File: src/include/adc_timing_defines.vh
// constants for the converter timing control block
`ifndef ADC_TIMING_DEFINES_VH
`define ADC_TIMING_DEFINES_VH

// clock select codes
`define CLKSEL_DIV4 2'h0
`define CLKSEL_DIV2 2'h1
`define CLKSEL_DIV16 2'h2
`define CLKSEL_DIV8 2'h3
// divider terminal counts (divide-by minus one)
`define DIV4_LAST 4'h3
`define DIV2_LAST 4'h1
`define DIV16_LAST 4'hf
`define DIV8_LAST 4'h7
// divider count held while stopped; tick is registered, so this lands the first tick on time
`define DIV_PRELOAD 4'h1
// sample lengths in basic clock periods
`define SAMPLE_8 7'h08
`define SAMPLE_16 7'h10
`define SAMPLE_32 7'h20
`define SAMPLE_64 7'h40
// result determination length in basic clock periods
`define SAR_STEPS 7'h28
// trailing cpu clock periods for loading the result
`define LOAD_CYCLES 2'h2
// calibration length in basic clock periods
`define CAL_PERIODS 12'hd00
// result codes at the rails
`define RESULT_ZERO 10'h000
`define RESULT_FULL 10'h3ff
// control word field positions
`define CW_CLKSEL_HI 15
`define CW_CLKSEL_LO 14
`define CW_SAMPLE_HI 13
`define CW_SAMPLE_LO 12

`endif

File: src/hdl/basic_clock_gen.v
// basic converter clock tick generator with selectable divider
`timescale 1ns/1ps
`include "adc_timing_defines.vh"

module basic_clock_gen (
   // clock and reset
   input wire clk,
   input wire rst_n,
   // control
   input wire run,
   input wire [1:0] clkSel,
   // tick output
   output reg tick
);

   reg [3:0] count_reg;
   reg [3:0] last;

   // --------------------------------
   // divider terminal count
   // --------------------------------
   always @* begin
      case (clkSel)
         `CLKSEL_DIV4: last = `DIV4_LAST;
         `CLKSEL_DIV2: last = `DIV2_LAST;
         `CLKSEL_DIV16: last = `DIV16_LAST;
         `CLKSEL_DIV8: last = `DIV8_LAST;
         default: last = `DIV4_LAST;
      endcase
   end

   // restarts on run low so each conversion starts phase aligned
   // preload of one keeps a phase exactly a whole number of basic periods
   always @(posedge clk or negedge rst_n) begin
      if (!rst_n) begin
         count_reg <= 4'h0;
         tick <= 1'b0;
      end else if (!run) begin
         count_reg <= `DIV_PRELOAD;
         tick <= 1'b0;
      end else if (count_reg == last) begin
         count_reg <= 4'h0;
         tick <= 1'b1;
      end else begin
         count_reg <= count_reg + 4'h1;
         tick <= 1'b0;
      end
   end

endmodule // basic_clock_gen

File: src/hdl/adc_conversion_timing.v
// converter timing control: sample, approximation, load and calibration
`timescale 1ns/1ps
`include "adc_timing_defines.vh"


module adc_conversion_timing (
   // clock and reset
   input wire clk,
   input wire rst_n,
   // control
   input wire [15:0] controlWord,
   input wire startConv,
   // analog front end comparator results
   input wire [9:0] analogCode,
   input wire belowGround,
   input wire aboveRef,
   // status and result
   output reg busy,
   output reg sampling,
   output reg holdSample,
   output reg calibrating,
   output reg resultValid,
   output reg [9:0] result
);

   localparam IDLE = 3'h0;
   localparam SAMPLE = 3'h1;
   localparam CONVERT = 3'h2;
   localparam LOAD = 3'h3;
   localparam CALIB = 3'h4;

   reg [2:0] state_reg, state_next;
   reg [1:0] clkSel_reg;
   reg [1:0] sampleSel_reg;
   reg [6:0] phaseCnt_reg;
   reg [1:0] loadCnt_reg;
   reg [11:0] calCnt_reg;
   reg calDone_reg;
   reg [9:0] held_reg;
   reg heldLow_reg, heldHigh_reg;
   reg s1Start_reg, s2Start_reg;
   reg [9:0] s1Code_reg, s2Code_reg;
   reg s1Low_reg, s2Low_reg, s1High_reg, s2High_reg;
   wire tick;
   wire runDiv;

   // --------------------------------
   // sample length decode
   // --------------------------------
   function [6:0] sampleLen;
      input [1:0] sel;
      begin
         case (sel)
            2'h0: sampleLen = `SAMPLE_8;
            2'h1: sampleLen = `SAMPLE_16;
            2'h2: sampleLen = `SAMPLE_32;
            2'h3: sampleLen = `SAMPLE_64;
            default: sampleLen = `SAMPLE_8;
         endcase
      end
   endfunction

   // --------------------------------
   // input synchronisers
   // --------------------------------
   // analog side is asynchronous to clk, two stages before use
   always @(posedge clk or negedge rst_n) begin
      if (!rst_n) begin
         s1Start_reg <= 1'b0;
         s2Start_reg <= 1'b0;
         s1Code_reg <= 10'h000;
         s2Code_reg <= 10'h000;
         s1Low_reg <= 1'b0;
         s2Low_reg <= 1'b0;
         s1High_reg <= 1'b0;
         s2High_reg <= 1'b0;
      end else begin
         s1Start_reg <= startConv;
         s2Start_reg <= s1Start_reg;
         s1Code_reg <= analogCode;
         s2Code_reg <= s1Code_reg;
         s1Low_reg <= belowGround;
         s2Low_reg <= s1Low_reg;
         s1High_reg <= aboveRef;
         s2High_reg <= s1High_reg;
      end
   end

   // --------------------------------
   // basic clock
   // --------------------------------
   // divider runs in calibration, sampling and approximation only
   assign runDiv = (state_reg == SAMPLE) || (state_reg == CONVERT) || (state_reg == CALIB);

   basic_clock_gen basic_clock_gen_inst (
      .clk(clk),
      .rst_n(rst_n),
      .run(runDiv),
      .clkSel(clkSel_reg),
      .tick(tick)
   );

   // --------------------------------
   // sequencer
   // --------------------------------
   always @* begin
      state_next = state_reg;
      case (state_reg)
         IDLE: begin
            if (s2Start_reg) begin
               state_next = SAMPLE;
            end else if (!calDone_reg) begin
               state_next = CALIB;
            end
         end
         CALIB: begin
            // start pre-empts calibration; its counter pauses meanwhile
            if (s2Start_reg) begin
               state_next = IDLE;
            end else if (tick && calCnt_reg == `CAL_PERIODS - 12'h001) begin
               state_next = IDLE;
            end
         end
         SAMPLE: begin
            if (tick && phaseCnt_reg == sampleLen(sampleSel_reg) - 7'h01) begin
               state_next = CONVERT;
            end
         end
         CONVERT: begin
            if (tick && phaseCnt_reg == `SAR_STEPS - 7'h01) begin
               state_next = LOAD;
            end
         end
         LOAD: begin
            if (loadCnt_reg == `LOAD_CYCLES - 2'h1) begin
               state_next = IDLE;
            end
         end
         default: state_next = IDLE;
      endcase
   end

   always @(posedge clk or negedge rst_n) begin
      if (!rst_n) begin
         state_reg <= IDLE;
         clkSel_reg <= `CLKSEL_DIV4;
         sampleSel_reg <= 2'h0;
         phaseCnt_reg <= 7'h00;
         loadCnt_reg <= 2'h0;
         calCnt_reg <= 12'h000;
         calDone_reg <= 1'b0;
         held_reg <= `RESULT_ZERO;
         heldLow_reg <= 1'b0;
         heldHigh_reg <= 1'b0;
      end else begin
         state_reg <= state_next;
         // settings latched only when idle or calibrating, frozen while converting
         if (state_reg == IDLE || state_reg == CALIB) begin
            clkSel_reg <= controlWord[`CW_CLKSEL_HI:`CW_CLKSEL_LO];
            sampleSel_reg <= controlWord[`CW_SAMPLE_HI:`CW_SAMPLE_LO];
         end
         if (state_next != state_reg) begin
            phaseCnt_reg <= 7'h00;
         end else if (tick) begin
            phaseCnt_reg <= phaseCnt_reg + 7'h01;
         end
         if (state_reg == LOAD) begin
            loadCnt_reg <= loadCnt_reg + 2'h1;
         end else begin
            loadCnt_reg <= 2'h0;
         end
         if (state_reg == CALIB && tick) begin
            calCnt_reg <= calCnt_reg + 12'h001;
            if (calCnt_reg == `CAL_PERIODS - 12'h001) begin
               calDone_reg <= 1'b1;
            end
         end
         // track during sampling, freeze afterwards
         if (state_reg == SAMPLE) begin
            held_reg <= s2Code_reg;
            heldLow_reg <= s2Low_reg;
            heldHigh_reg <= s2High_reg;
         end
      end
   end

   // --------------------------------
   // outputs
   // --------------------------------
   always @(posedge clk or negedge rst_n) begin
      if (!rst_n) begin
         busy <= 1'b0;
         sampling <= 1'b0;
         holdSample <= 1'b0;
         calibrating <= 1'b1;
         resultValid <= 1'b0;
         result <= `RESULT_ZERO;
      end else begin
         busy <= (state_next == SAMPLE) || (state_next == CONVERT) || (state_next == LOAD);
         sampling <= (state_next == SAMPLE);
         holdSample <= (state_next == CONVERT) || (state_next == LOAD);
         calibrating <= !calDone_reg && !(state_reg == CALIB && state_next == IDLE && !s2Start_reg);
         resultValid <= 1'b0;
         if (state_reg == LOAD && state_next == IDLE) begin
            resultValid <= 1'b1;
            if (heldLow_reg) begin
               result <= `RESULT_ZERO;
            end else if (heldHigh_reg) begin
               result <= `RESULT_FULL;
            end else begin
               result <= held_reg;
            end
         end
      end
   end

endmodule // adc_conversion_timing

File: config.mk
export PLATFORM = sky130hd
export DESIGN_NAME = adc_conversion_timing
export DESIGN_NICKNAME = d
export VERILOG_FILES = /design/src/hdl/basic_clock_gen.v /design/src/hdl/adc_conversion_timing.v
export VERILOG_INCLUDE_DIRS = /design/src /design/src/include
export SDC_FILE = /design/constraint.sdc
export NUM_CORES = 1
export LEC_CHECK = 0
export BUFFER_PORTS_ARGS = -buffer_cell sky130_fd_sc_hd__buf_2
export CORE_MARGIN = 2
export CORE_UTILIZATION = 50
export CTS_CLUSTER_DIAMETER = 150
export DETAILED_ROUTE_END_ITERATION = 12
export PLACE_DENSITY = 0.71
export SLEW_MARGIN = 20
export SYNTH_ARGS = -nofsm -noshare
export SYNTH_HDL_FRONTEND = slang
export SYNTH_SLANG_ARGS = --single-unit
File: constraint.sdc
create_clock -name clk -period 2 [get_ports clk]
set_clock_uncertainty 0.15 [all_clocks]
set_input_delay 0.4 -clock clk [delete_from_list [all_inputs] [get_ports clk]]
set_output_delay 0.4 -clock clk [all_outputs]
set_load 0.005 [all_outputs]
Word level (Yosys, flattened, before mapping) --
Index checks and enable logic that the tools add are counted.
Word-level totals: bits of input ports 31, logic and storage cells 94, output and inout port bits 15, register bits after elaboration 87
Operators by class: reduce and logical (&&, ||, !) cells 23, equal/unequal tests 19, add/sub/neg operators 5, mux-type cells 21
Operators with widths (count):
- $pmux W7 S4 | 1
- $mux W3 | 7
- $mux W7 | 3
- $mux W10 | 2
- $pmux W4 S4 | 1
- $pmux W3 S5 | 1
- $add A12 B1 Y12 const B | 1
- $eq A12 B12 Y1 const B | 1
- $eq A3 B2 Y1 const B | 4
- $eq A2 B2 Y1 const B | 4
- $logic_and A1 B1 Y1 | 8
- $mux W4 | 2
- $add A7 B1 Y7 const B | 1
- $eq A7 B6 Y1 const B | 1
- $eq A7 B7 Y1 | 1
- $sub A7 B1 Y7 const B | 1
- $eq A2 B1 Y1 const B | 3
- $eq A3 B1 Y1 const B | 2
- $logic_not A3 Y1 | 2
- $logic_or A1 B1 Y1 | 6
- $add A4 B1 Y4 const B | 1
- $eq A4 B4 Y1 | 1
- $logic_not A2 Y1 | 2
- $eq A3 B3 Y1 const B | 1
- 7 further kinds | 11

Longest topological paths before layout --
Gate-level depths: netlist of run 1.
depth in word-level cells 13, mapped depth 6, gate-level depth less buffers 6

By module --
Synthesis of run 1 repeated with hierarchy kept, for this count alone.
Unflattened totals: cell total of the unflattened synthesis 265, area total of the unflattened synthesis 3387.0 um^2
Modules (own cells, without submodules):
- adc_conversion_timing | area each 3126.7 um^2, times used 1, seq. area each 2053.2 um^2, cells each 242
- basic_clock_gen | area each 260.2 um^2, times used 1, seq. area each 125.1 um^2, cells each 23

Least setup slack after synthesis of run 1 --
Ideal clock, no wire load.
path kind register to register, start point reg loadCnt_reg[0], end point reg phaseCnt_reg[0], required time 1.763 ns, data arrival time 1.405 ns, period minus slack after synthesis 1.642 ns, buffers on the path 0, stages on the path, launching flop included 6, setup slack 0.358 ns, library setup time 0.087 ns, cell sequence dfrtp_1 -> ha_1 -> and3_1 -> a211oi_2 -> nand2_2 -> a211oi_2
On the way: cells in the longest elaborated chain, start to end 5, elaborated cells between the ends (all ways) 6, those cells by class eq/ne (2); mux (3); reduce/logical (1)
RTL lines:
- from (decl) | line adc_conversion_timing.v:36 | reg [1:0] loadCnt_reg;
- from (signal assigned) | line adc_conversion_timing.v:168 | loadCnt_reg <= loadCnt_reg + 2'h1;
- $eq A2 B1 Y1 (*) | line adc_conversion_timing.v:135 | if (loadCnt_reg == `LOAD_CYCLES - 2'h1) begin
- $mux W3 (*) | line adc_conversion_timing.v:135
- $pmux W3 S5 (*) | line adc_conversion_timing.v:108 | case (state_reg)
- $ne A3 B3 Y1 (*) | line adc_conversion_timing.v:162 | if (state_next != state_reg) begin
- $mux W7 / $reduce_bool A2 Y1 (equally long branches)
- to (signal assigned) | line adc_conversion_timing.v:165 | phaseCnt_reg <= phaseCnt_reg + 7'h01;
- to (decl) | line adc_conversion_timing.v:35 | reg [6:0] phaseCnt_reg;
Mark *: on every way between the ends. The rest lies on a longest branch, timed or not. A chain may end at the register's enable or synchronous reset.

Final worst setup path of run 1 --
Same ends and word-level chain as after synthesis.

==> metrics.txt, run 1 <==
proportion of layout cells with a drive suffix above 1 approximately 22%; PnR Total Power 4.45 mW; placed inst area approximately 3700 µm²; number of nets produced by synthesis about 330; worst setup path category reg -> reg; max reg flops 12; GP Congestion around 0.75; clock-pin transition on the worst setup and hold timing paths ~0.090 ns; initial antenna violation count 0; switching share of total power 33.6%; pin count of the biggest net entering global routing between 40 and 50; CTS sink cnt 87; share of the clock period used by the worst path between 90% and 100%; headroom to the max-slew limit a little over three fifths; setup repair after global routing missed its margin false; Internal 2.95 mW; Syn Std Cell Area around 3500 µm²; Post-synth EDFFs 0; setup TNS 0 ns; hold violation count in the final report 0; global route overflow 0; sequential fraction of design power 52.4%; core region area a little under 7000 µm²; proportion of netlist area held by the largest area contributor 62.0%; clock latency on the worst-skew pair 0.36 ns; CTS tree built; wire per inst 13.8 µm; combinational fraction of design power between 20% and 30%; H-tree Lvls 3; total of endpoints with negative setup slack in the final report 0; Pwr per Cell Area about 1100 nW/µm²; min cycle time layout 1.85 ns; highest clock frequency the design can meet around 540 MHz; Worst IR Drop VDD around 700 µV; unique cell type count in the Yosys netlist between 50 and 60; number of diodes added for antenna fixing 0; routed via count approximately 2300; first-pass iteration count of the detailed router 4; synthesis-stage register bit count 87; actual slew at the worst max-slew pin between 0.5 and 0.6 ns; number of placement rows 30; leading cell types by total area after synthesis sky130_fd_sc_hd__dfrtp_1 62%, sky130_fd_sc_hd__nand2_1 6.7%, sky130_fd_sc_hd__xnor2_1 3.3%; Placed Cells incl. Taps between 400 and 500; io pins 46; result of the run complete, no violations; Clock Root Buffer sky130_fd_sc_hd__clkbuf_8; final max-slew violation count 0; peak fanout along the critical path 6; async set-or-reset flop fraction in the synthesized netlist 100%; post-layout instance count excluding filler cells around 430; overall routed net length approximately 6000 µm; kind of launch point of the worst setup path register; crit path setup slack, layout around 0.15 ns; residual DRC count 0; effective utilization at floorplan about half; Net Sw Power roughly 1.5 mW; Yosys Warn Count 0; share of synthesized area occupied by flip-flops and latches a little over three fifths; number of buffers between clock root and the deepest sink 2; leakage power 1.97 nW; width of the chip approximately 87 µm; number of instances in the synthesized netlist ~300; main flop type after synthesis sky130_fd_sc_hd__dfrtp_1; cell accounting for the most synthesized area sky130_fd_sc_hd__dfrtp_1; average cell area after synthesis between 10 and 15 µm²; P&R area growth vs syn 17.2%; post-detailed-placement half-perimeter wirelength about 4000 µm; setup slack after placement between 0.15 and 0.2 ns; Die Outline Area between 7000 and 8000 µm²; total CTS buffers 9; vias in the first global route approximately 2300; detailed-route vias per instance between 5 and 6; path class of the lowest-slack min-delay path in -> reg; wire length of the first global-routing pass approximately 10000 µm; Final ANT Viol Nets 0; drt first-iter violations 155; post-layout net count between 300 and 400; GRT Resource Usage Total 17.6%; number of buffer cells added on primary ports 33; kind of capture point of the worst setup path register; data arrival time at the worst-slack endpoint 1.97 ns; Clock power frac between 20% and 30%; number of max-cap violations 0; Vert. Die Dim approximately 87 µm; area of all placed cells without fillers around 4000 µm²; Critical Path RT approximately 2.1 ns
==> metal layers <==
layer	vias up	global-route usage, %	wire [µm]
met1	1109	23.9	2820
met2	44	26.7	2800
met4	0	7.41	101
li1	1114	-	-
met5	-	0	0
met3	10	4.74	253
==> cells by family after synthesis <==
group / synth area share, %
buf+inv: 2.56
fa+ha+maj: 1.44
xor+xnor: 5.05
simple gates: 17.8
flops: 62.7
mux: 1.95
compound gates: 8.43
==> worst max-delay path, cell delays in order (launching register included) <==
cell and delay (ns):
sky130_fd_sc_hd__dfrtp_1 0.40, sky130_fd_sc_hd__ha_1 0.25, sky130_fd_sc_hd__and3_1 0.22, sky130_fd_sc_hd__a211oi_2 0.45
sky130_fd_sc_hd__nand2_2 0.11, sky130_fd_sc_hd__a211oi_2 0.20
==> placed cells by master, fill, tap and decap left out, types with 4 or more instances in the layout <==
cell and n:
sky130_fd_sc_hd__nor2_1 19, sky130_fd_sc_hd__clkbuf_8 9, sky130_fd_sc_hd__dlygate4sd3_1 14, sky130_fd_sc_hd__nand4_1 6, sky130_fd_sc_hd__mux2_2 6, sky130_fd_sc_hd__xnor2_1 13, sky130_fd_sc_hd__nand3_1 11, sky130_fd_sc_hd__nand2_1 62
sky130_fd_sc_hd__and3_1 4, sky130_fd_sc_hd__xor2_1 7, sky130_fd_sc_hd__buf_4 7, sky130_fd_sc_hd__o31ai_1 11, sky130_fd_sc_hd__nor3_1 4, sky130_fd_sc_hd__ha_1 4, sky130_fd_sc_hd__dfrtp_1 86, sky130_fd_sc_hd__buf_2 32
sky130_fd_sc_hd__a21oi_1 6
==> stage by stage <==
stage                     utilization [%]  hold WS, ns
final                                60.2        0.120
after global routing                 60.2        0.110
after CTS                            60.1        0.110
after detailed placement             55.1        0.185
after global placement               55.1        0.181
after floorplan                         -      -0.0456
==> power by group through the flow <==
| stage | logic [mW] | clock network, mW | registers [mW] |
|---|---|---|---|
| after floorplan | 0.752 | 0 | 2.22 |
| final | 0.920 | 1.20 | 2.33 |
| after detailed placement | 0.902 | 0 | 2.36 |
| after global routing | 1.05 | 1.31 | 2.38 |
| after CTS | 0.924 | 1.22 | 2.33 |
| after global placement | 0.864 | 0 | 2.35 |
==> final cells by class <==
cell class | instances | area (µm²)
sequential | 87 | 2180
inverter | 2 | 7.51
tap | 80 | 100
clock inverter | 7 | 75.1
timing repair buffer | 54 | 373
clock buffer | 9 | 124
fill | 559 | 2690
multi-input combinational | 194 | 1210
==> cell usage after synthesis (2+ instances only) <==
cell type	instances
sky130_fd_sc_hd__dfrtp_1	86
sky130_fd_sc_hd__nand2_1	62
sky130_fd_sc_hd__nor2_1	19
sky130_fd_sc_hd__xnor2_1	13
sky130_fd_sc_hd__nand3_1	11
sky130_fd_sc_hd__o31ai_1	11
sky130_fd_sc_hd__xor2_1	7
sky130_fd_sc_hd__a21oi_1	6
sky130_fd_sc_hd__mux2_2	6
sky130_fd_sc_hd__nand4_1	6
sky130_fd_sc_hd__and3_1	4
sky130_fd_sc_hd__buf_2	4
sky130_fd_sc_hd__buf_4	4
sky130_fd_sc_hd__clkbuf_1	4
sky130_fd_sc_hd__ha_1	4
sky130_fd_sc_hd__nor3_1	4
sky130_fd_sc_hd__a211oi_2	3
sky130_fd_sc_hd__o21a_1	3
sky130_fd_sc_hd__o21ai_0	3
sky130_fd_sc_hd__a21o_1	2
sky130_fd_sc_hd__inv_1	2
sky130_fd_sc_hd__nor2b_1	2
sky130_fd_sc_hd__o211ai_1	2
==> worst paths after layout <==
kind,start,end,slack (ns),depth (start not counted)
max in group asynchronous,rst_n,held_reg[6]$_DFFE_PN0P_,0.78,3
worst max-delay path,loadCnt_reg[0]$_DFF_PN0_,phaseCnt_reg[0]$_DFFE_PN0P_,0.15,5
worst min-delay path,controlWord[12],sampleSel_reg[0]$_DFFE_PN0P_,0.12,2
min in group asynchronous,rst_n,result[4]$_DFFE_PN0P_,0.37,2
worst max register to register,loadCnt_reg[0]$_DFF_PN0_,phaseCnt_reg[0]$_DFFE_PN0P_,0.15,5
worst min register to register,s1Code_reg[6]$_DFF_PN0_,s2Code_reg[6]$_DFF_PN0_,0.19,0
==> repair_timing <==
action / in CTS / in global routing
endpoints found under the setup margin: 0 / 1
hold buffers: 14 / 0
resized for setup: 0 / 1
setup buffers: 0 / 0
endpoints found under the hold margin: 42 / 0
Note: power is estimated with default switching activity, not from simulation.
==> run 2: changes to the inputs <==
--- a/config.mk
+++ b/config.mk
@@ -11,7 +11,7 @@
 export CORE_UTILIZATION = 50
 export CTS_CLUSTER_DIAMETER = 150
 export DETAILED_ROUTE_END_ITERATION = 12
-export PLACE_DENSITY = 0.71
+export PLACE_DENSITY = 0.8
 export SLEW_MARGIN = 20
 export SYNTH_ARGS = -nofsm -noshare
 export SYNTH_HDL_FRONTEND = slang
==> run 2 against run 1 <==
  * Setup slack better by 0.0050 ns
  * Wire length fell by 3.5%
  * Clock power fell by 3%
  * Die area unchanged
  * Power fell by 1.8%
  * Critical path type unchanged
  * Highest routed layer unchanged
==> metrics.txt, run 2 (synthesis results as in run 1) <==
result of the run complete, no violations; setup repair after global routing missed its margin false; H-tree Lvls 3; number of buffers between clock root and the deepest sink 2; residual DRC count 0; wire per inst around 13 µm; highest clock frequency the design can meet ~540 MHz; data arrival time at the worst-slack endpoint slightly below 2 ns; pin count of the biggest net entering global routing between 40 and 50; worst setup path category reg -> reg; core region area approximately 6800 µm²; post-layout instance count excluding filler cells 431; Largest stage delay, worst path about 0.44 ns; width of the chip between 80 and 90 µm; max reg flops 12; number of diodes added for antenna fixing 0; detailed-route vias per instance ~5.1; drt first-iter violations around 180; peak fanout along the critical path 6; cell with the largest stage delay on the worst path sky130_fd_sc_hd__a211oi_2; path class of the lowest-slack min-delay path in -> reg; first-pass iteration count of the detailed router 4; P&R area growth vs syn 16.2%; most frequent standard cell in the layout excluding fill and tap cells sky130_fd_sc_hd__dfrtp_1; routed via count between 2000 and 2500; min cycle time layout roughly 1.8 ns; clock latency on the worst-skew pair ~0.35 ns; placed inst area 3710 µm²; number of max-cap violations 0; dominant cell type by count on the critical path sky130_fd_sc_hd__a211oi_2; effective utilization at floorplan between 50% and 60%; io pins 46; area of all placed cells without fillers 4030 µm²; post-detailed-placement half-perimeter wirelength a little under 4000 µm; Final ANT Viol Nets 0; CTS sink cnt 87; post-layout net count between 300 and 400; Pwr per Cell Area about 1100 nW/µm²; total of endpoints with negative setup slack in the final report 0; kind of cell adding the most delay to the critical path compound AO/OA/AOI/OAI gates; Critical Path RT 2.12 ns; share of the clock period used by the worst path roughly 92%; GP Congestion approximately 0.72; Worst IR Drop VDD 603 µV; Clock Root Buffer sky130_fd_sc_hd__clkbuf_8; overall routed net length 5760 µm; initial antenna violation count 0; Placed Cells incl. Taps around 400; PnR Total Power about 4.4 mW; global route overflow 0; actual slew at the worst max-slew pin 0.541 ns; hold violation count in the final report 0; number of placement rows 30; number of buffer cells added on primary ports 33; post-layout util 59.7%; total CTS buffers 9; kind of launch point of the worst setup path register; CTS tree built; kind of capture point of the worst setup path register; Die Outline Area ~7600 µm²; cells traversed along the worst timing path ha_1 > and3_1 > a211oi_2 > nand2_2 > a211oi_2; GRT Resource Usage Total 17.2%; vias in the first global route approximately 2200; crit path buf inv count 0; proportion of layout cells with a drive suffix above 1 between 20% and 30%; headroom to the max-slew limit 63.6%; leakage power about 2 nW; setup TNS 0 ns; clock-pin transition on the worst setup and hold timing paths roughly 0.090 ns; final max-slew violation count 0; commonest cells after routing, fill and taps aside 86 x sky130_fd_sc_hd__dfrtp_1, 62 x sky130_fd_sc_hd__nand2_1, 32 x sky130_fd_sc_hd__buf_2, 19 x sky130_fd_sc_hd__nor2_1, 14 x sky130_fd_sc_hd__dlygate4sd3_1; Vert. Die Dim 87.3 µm; wire length of the first global-routing pass between 10000 and 15000 µm
## run 2: metal layers
layer,part of all wire [%],track usage (%)
met1,47,23.5
met3,2.9,4.36
met5,0,0
met2,48,26.9
met4,1.4,6.29
## run 2: stage by stage
| step | hold slack (ns) | setup WS [ns] |
|---|---|---|
| global placement | 0.181 | 0.206 |
| global route | 0.104 | 0.0190 |
| finish | 0.121 | 0.159 |
| floorplan | -0.0456 | 0.358 |
| CTS | 0.109 | 0.156 |
| detailed placement | 0.185 | 0.139 |
## run 2: power by group
| part | total [mW] | internal [mW] | switching (mW) |
|---|---|---|---|
| Clock | 1.16 | 0.480 | 0.678 |
| Combinational | 0.877 | 0.394 | 0.483 |
| Sequential | 2.33 | 2.04 | 0.289 |
## run 2: cell type report
cell class              instances  area, µm²
clock buffers                   9        124
well taps                      80        100
clock inverters                 7       61.3
inverters                       2       7.51
multi-input cells             194       1200
repair buffers                 52        358
flip-flops and latches         87       2180
fillers                       560       2720
## run 2: what timing repair did
item | CTS | global route
endpoints found under the hold margin | 39 | 0
buffers inserted | 0 | 0
hold buffers | 14 | 0
resized for setup | 0 | 0
## run 2: path summary, 6_finish.rpt
| path | slack [ns] | end | cells after the start | from |
|---|---|---|---|---|
| max | 0.16 | phaseCnt_reg[0]$_DFFE_PN0P_ | 5 | loadCnt_reg[0]$_DFF_PN0_ |
| min | 0.12 | clkSel_reg[1]$_DFFE_PN0P_ | 2 | controlWord[15] |
| max reg2reg | 0.16 | phaseCnt_reg[0]$_DFFE_PN0P_ | 5 | loadCnt_reg[0]$_DFF_PN0_ |
| min reg2reg | 0.20 | s2Code_reg[1]$_DFF_PN0_ | 0 | s1Code_reg[1]$_DFF_PN0_ |
| max in group asynchronous | 0.78 | result[2]$_DFFE_PN0P_ | 3 | rst_n |
| min in group asynchronous | 0.35 | calCnt_reg[7]$_DFFE_PN0P_ | 2 | rst_n |
==> run 3: changes to the inputs <==
--- a/config.mk
+++ b/config.mk
@@ -7,6 +7,7 @@
 export NUM_CORES = 1
 export LEC_CHECK = 0
 export BUFFER_PORTS_ARGS = -buffer_cell sky130_fd_sc_hd__buf_2
+export CORE_ASPECT_RATIO = 2
 export CORE_MARGIN = 2
 export CORE_UTILIZATION = 50
 export CTS_CLUSTER_DIAMETER = 150
==> run 3 against run 2 <==
  * Non-clock buffer count fell by 12
  * Setup slack got worse by 0.055 ns
  * Maximum frequency is 2.9% lower
  * Critical endpoint unchanged
  * Largest cell class unchanged
  * Highest routed layer unchanged
==> metrics.txt, run 3 (synthesis results as in run 1) <==
first-pass iteration count of the detailed router 4; wire length of the first global-routing pass 10200 µm; post-layout net count roughly 370; number of gates given a new drive strength after cts 0; Worst IR Drop VDD 818 µV; number of buffer cells added on primary ports 33; data arrival time at the worst-slack endpoint 1.99 ns; post-layout util roughly three fifths; number of diodes added for antenna fixing 0; combinational fraction of design power a little under a fifth; depth of the critical timing path with buffers and inverters included 5; highest clock frequency the design can meet 528 MHz; proportion of layout cells with a drive suffix above 1 21.5%; Vert. Die Dim about 120 µm; Reg area between 2000 and 2500 µm²; core region area ~6800 µm²; switching share of total power between 20% and 30%; global route overflow 0; width of the chip 62.9 µm; crit path buf inv count 0; overall routed net length between 5000 and 6000 µm; timing startpoint of the critical path loadCnt_reg[0]$_DFF_PN0_; post-detailed-placement half-perimeter wirelength between 3000 and 4000 µm; H-tree Lvls 3; max reg flops 12; wire per inst approximately 14 µm; effective utilization at floorplan 50.8%; kind of cell adding the most delay to the critical path compound AO/OA/AOI/OAI gates; clock-pin transition on the worst setup and hold timing paths ~0.060 ns; CTS tree built; number of buffers added for setup after CTS 0; hold violation count in the final report 0; reg2reg path depth 5; initial antenna violation count 0; P&R area growth vs syn 16.5%; cell with the largest stage delay on the worst path sky130_fd_sc_hd__a211oi_2; filler cell count just under 600; commonest cells after routing, fill and taps aside 86 x sky130_fd_sc_hd__dfrtp_1, 62 x sky130_fd_sc_hd__nand2_1, 32 x sky130_fd_sc_hd__buf_2, 19 x sky130_fd_sc_hd__nor2_1, 13 x sky130_fd_sc_hd__xnor2_1; final max-slew violation count 0; actual slew at the worst max-slew pin 0.565 ns; total of endpoints with negative setup slack in the final report 0; area occupied by multi-input gates between 1000 and 1500 µm²; GP Congestion ~0.83; endpoint of the worst-slack reg-to-reg timing path phaseCnt_reg[0]$_DFFE_PN0P_; number of max-cap violations 0; min cycle time layout 1.90 ns; dominant cell type by count on the critical path sky130_fd_sc_hd__a211oi_2; final-layout worst hold slack between 0.015 and 0.02 ns; setup repair after global routing missed its margin false; placed inst area 3730 µm²; sequential fraction of design power between 40% and 50%; vias in the first global route 2232; peak fanout along the critical path 6; routed via count roughly 2200; Internal about 3.5 mW; CTS sink cnt 87; number of placement rows between 40 and 50; Die Outline Area 7670 µm²; Crit Reg-Reg Startpoint loadCnt_reg[0]$_DFF_PN0_; Clock Root Buffer sky130_fd_sc_hd__clkbuf_16; pin count of the biggest net entering global routing 38; most frequent standard cell in the layout excluding fill and tap cells sky130_fd_sc_hd__dfrtp_1; headroom to the max-slew limit just over 60%; detailed-route vias per instance slightly above 5; io pins 46; kind of launch point of the worst setup path register; clock latency on the worst-skew pair about 0.33 ns; worst setup path category reg -> reg; area of all placed cells without fillers just over 4000 µm²; share of the clock period used by the worst path 94.8%; path class of the lowest-slack min-delay path in -> reg; residual DRC count 0; Critical Path RT 2.10 ns; number of buffers between clock root and the deepest sink 2; total CTS buffers 9; worst setup path endpoint phaseCnt_reg[0]$_DFFE_PN0P_; Net Sw Power 1.46 mW; Final ANT Viol Nets 0; PnR Total Power approximately 4.9 mW; GRT Resource Usage Total 17.2%; Largest stage delay, worst path approximately 0.45 ns; Clock power frac 34.2%; leakage power between 1.5 and 2 nW; setup TNS 0 ns; drt first-iter violations 166; result of the run complete, no violations; worst reg-to-reg setup slack about 0.10 ns; cells traversed along the worst timing path ha_1 > and3_1 > a211oi_2 > nand2_2 > a211oi_2; kind of capture point of the worst setup path register; Pwr per Cell Area 1210 nW/µm²
## run 3: worst reg2reg max path: cells and delay by family (launching register included)
family / cells / cell delay (ns)
compound gates: 2 / 0.67
fa+ha+maj: 1 / 0.26
flops: 1 / 0.39
simple gates: 2 / 0.35
## run 3: what timing repair did
| action | CTS | global route |
|---|---|---|
| setup endpoints to repair | 0 | 0 |
| hold endpoints to repair | 34 | 0 |
| hold buffers | 1 | 0 |
## run 3: power by group through the flow
stage	sequential, mW	combinational [mW]	clock (mW)
2_1_floorplan	2.22	0.752	0
3_3_place_gp	2.33	0.836	0
3_5_place_dp	2.35	0.899	0
4_1_cts	2.33	0.912	1.71
5_1_grt	2.38	1.03	1.78
6_report	2.33	0.904	1.68
## run 3: cell type report
| type | instances | share of cell area, % |
|---|---|---|
| Clock buffer | 11 | 6.00 |
| Clock inverter | 5 | 1.58 |
| Inverter | 2 | 0.186 |
| Multi-Input combinational cell | 194 | 29.8 |
| Sequential cell | 87 | 53.9 |
| Tap cell | 90 | 2.78 |
| Timing Repair Buffer | 40 | 5.82 |
## run 3: stage by stage
stage | cells | setup WS [ns]
floorplan | 297 | 0.358
global placement | 412 | 0.218
detailed placement | 412 | 0.155
CTS | 429 | 0.101
global route | 429 | 0.00470
finish | 429 | 0.105
## run 3: worst min path at each step
stage                                 start                                           to  slack [ns]  cells past startpoint
global placement    s1Code_reg[4]$_DFF_PN0_                      s2Code_reg[4]$_DFF_PN0_        0.18                      0
finish                        analogCode[4]                      s1Code_reg[4]$_DFF_PN0_        0.02                      1
CTS                           analogCode[4]                      s1Code_reg[4]$_DFF_PN0_        0.01                      1
global route                  analogCode[4]                      s1Code_reg[4]$_DFF_PN0_       0.009                      1
floorplan                             rst_n  basic_clock_gen_inst.count_reg[0]$_DFF_PN0_       -0.05                      0
detailed placement  s1Code_reg[2]$_DFF_PN0_                      s2Code_reg[2]$_DFF_PN0_        0.18                      0
## run 3: metal layers
metal | GRT usage (%) | up-vias | share of wire (%) | wire, µm
li1 | - | 1086 | - | -
met1 | 20.9 | 1071 | 41 | 2410
met2 | 28.8 | 62 | 52 | 3030
met3 | 3.51 | 10 | 4.7 | 273
met4 | 8.89 | 0 | 2.2 | 128
met5 | 0 | - | 0 | 0
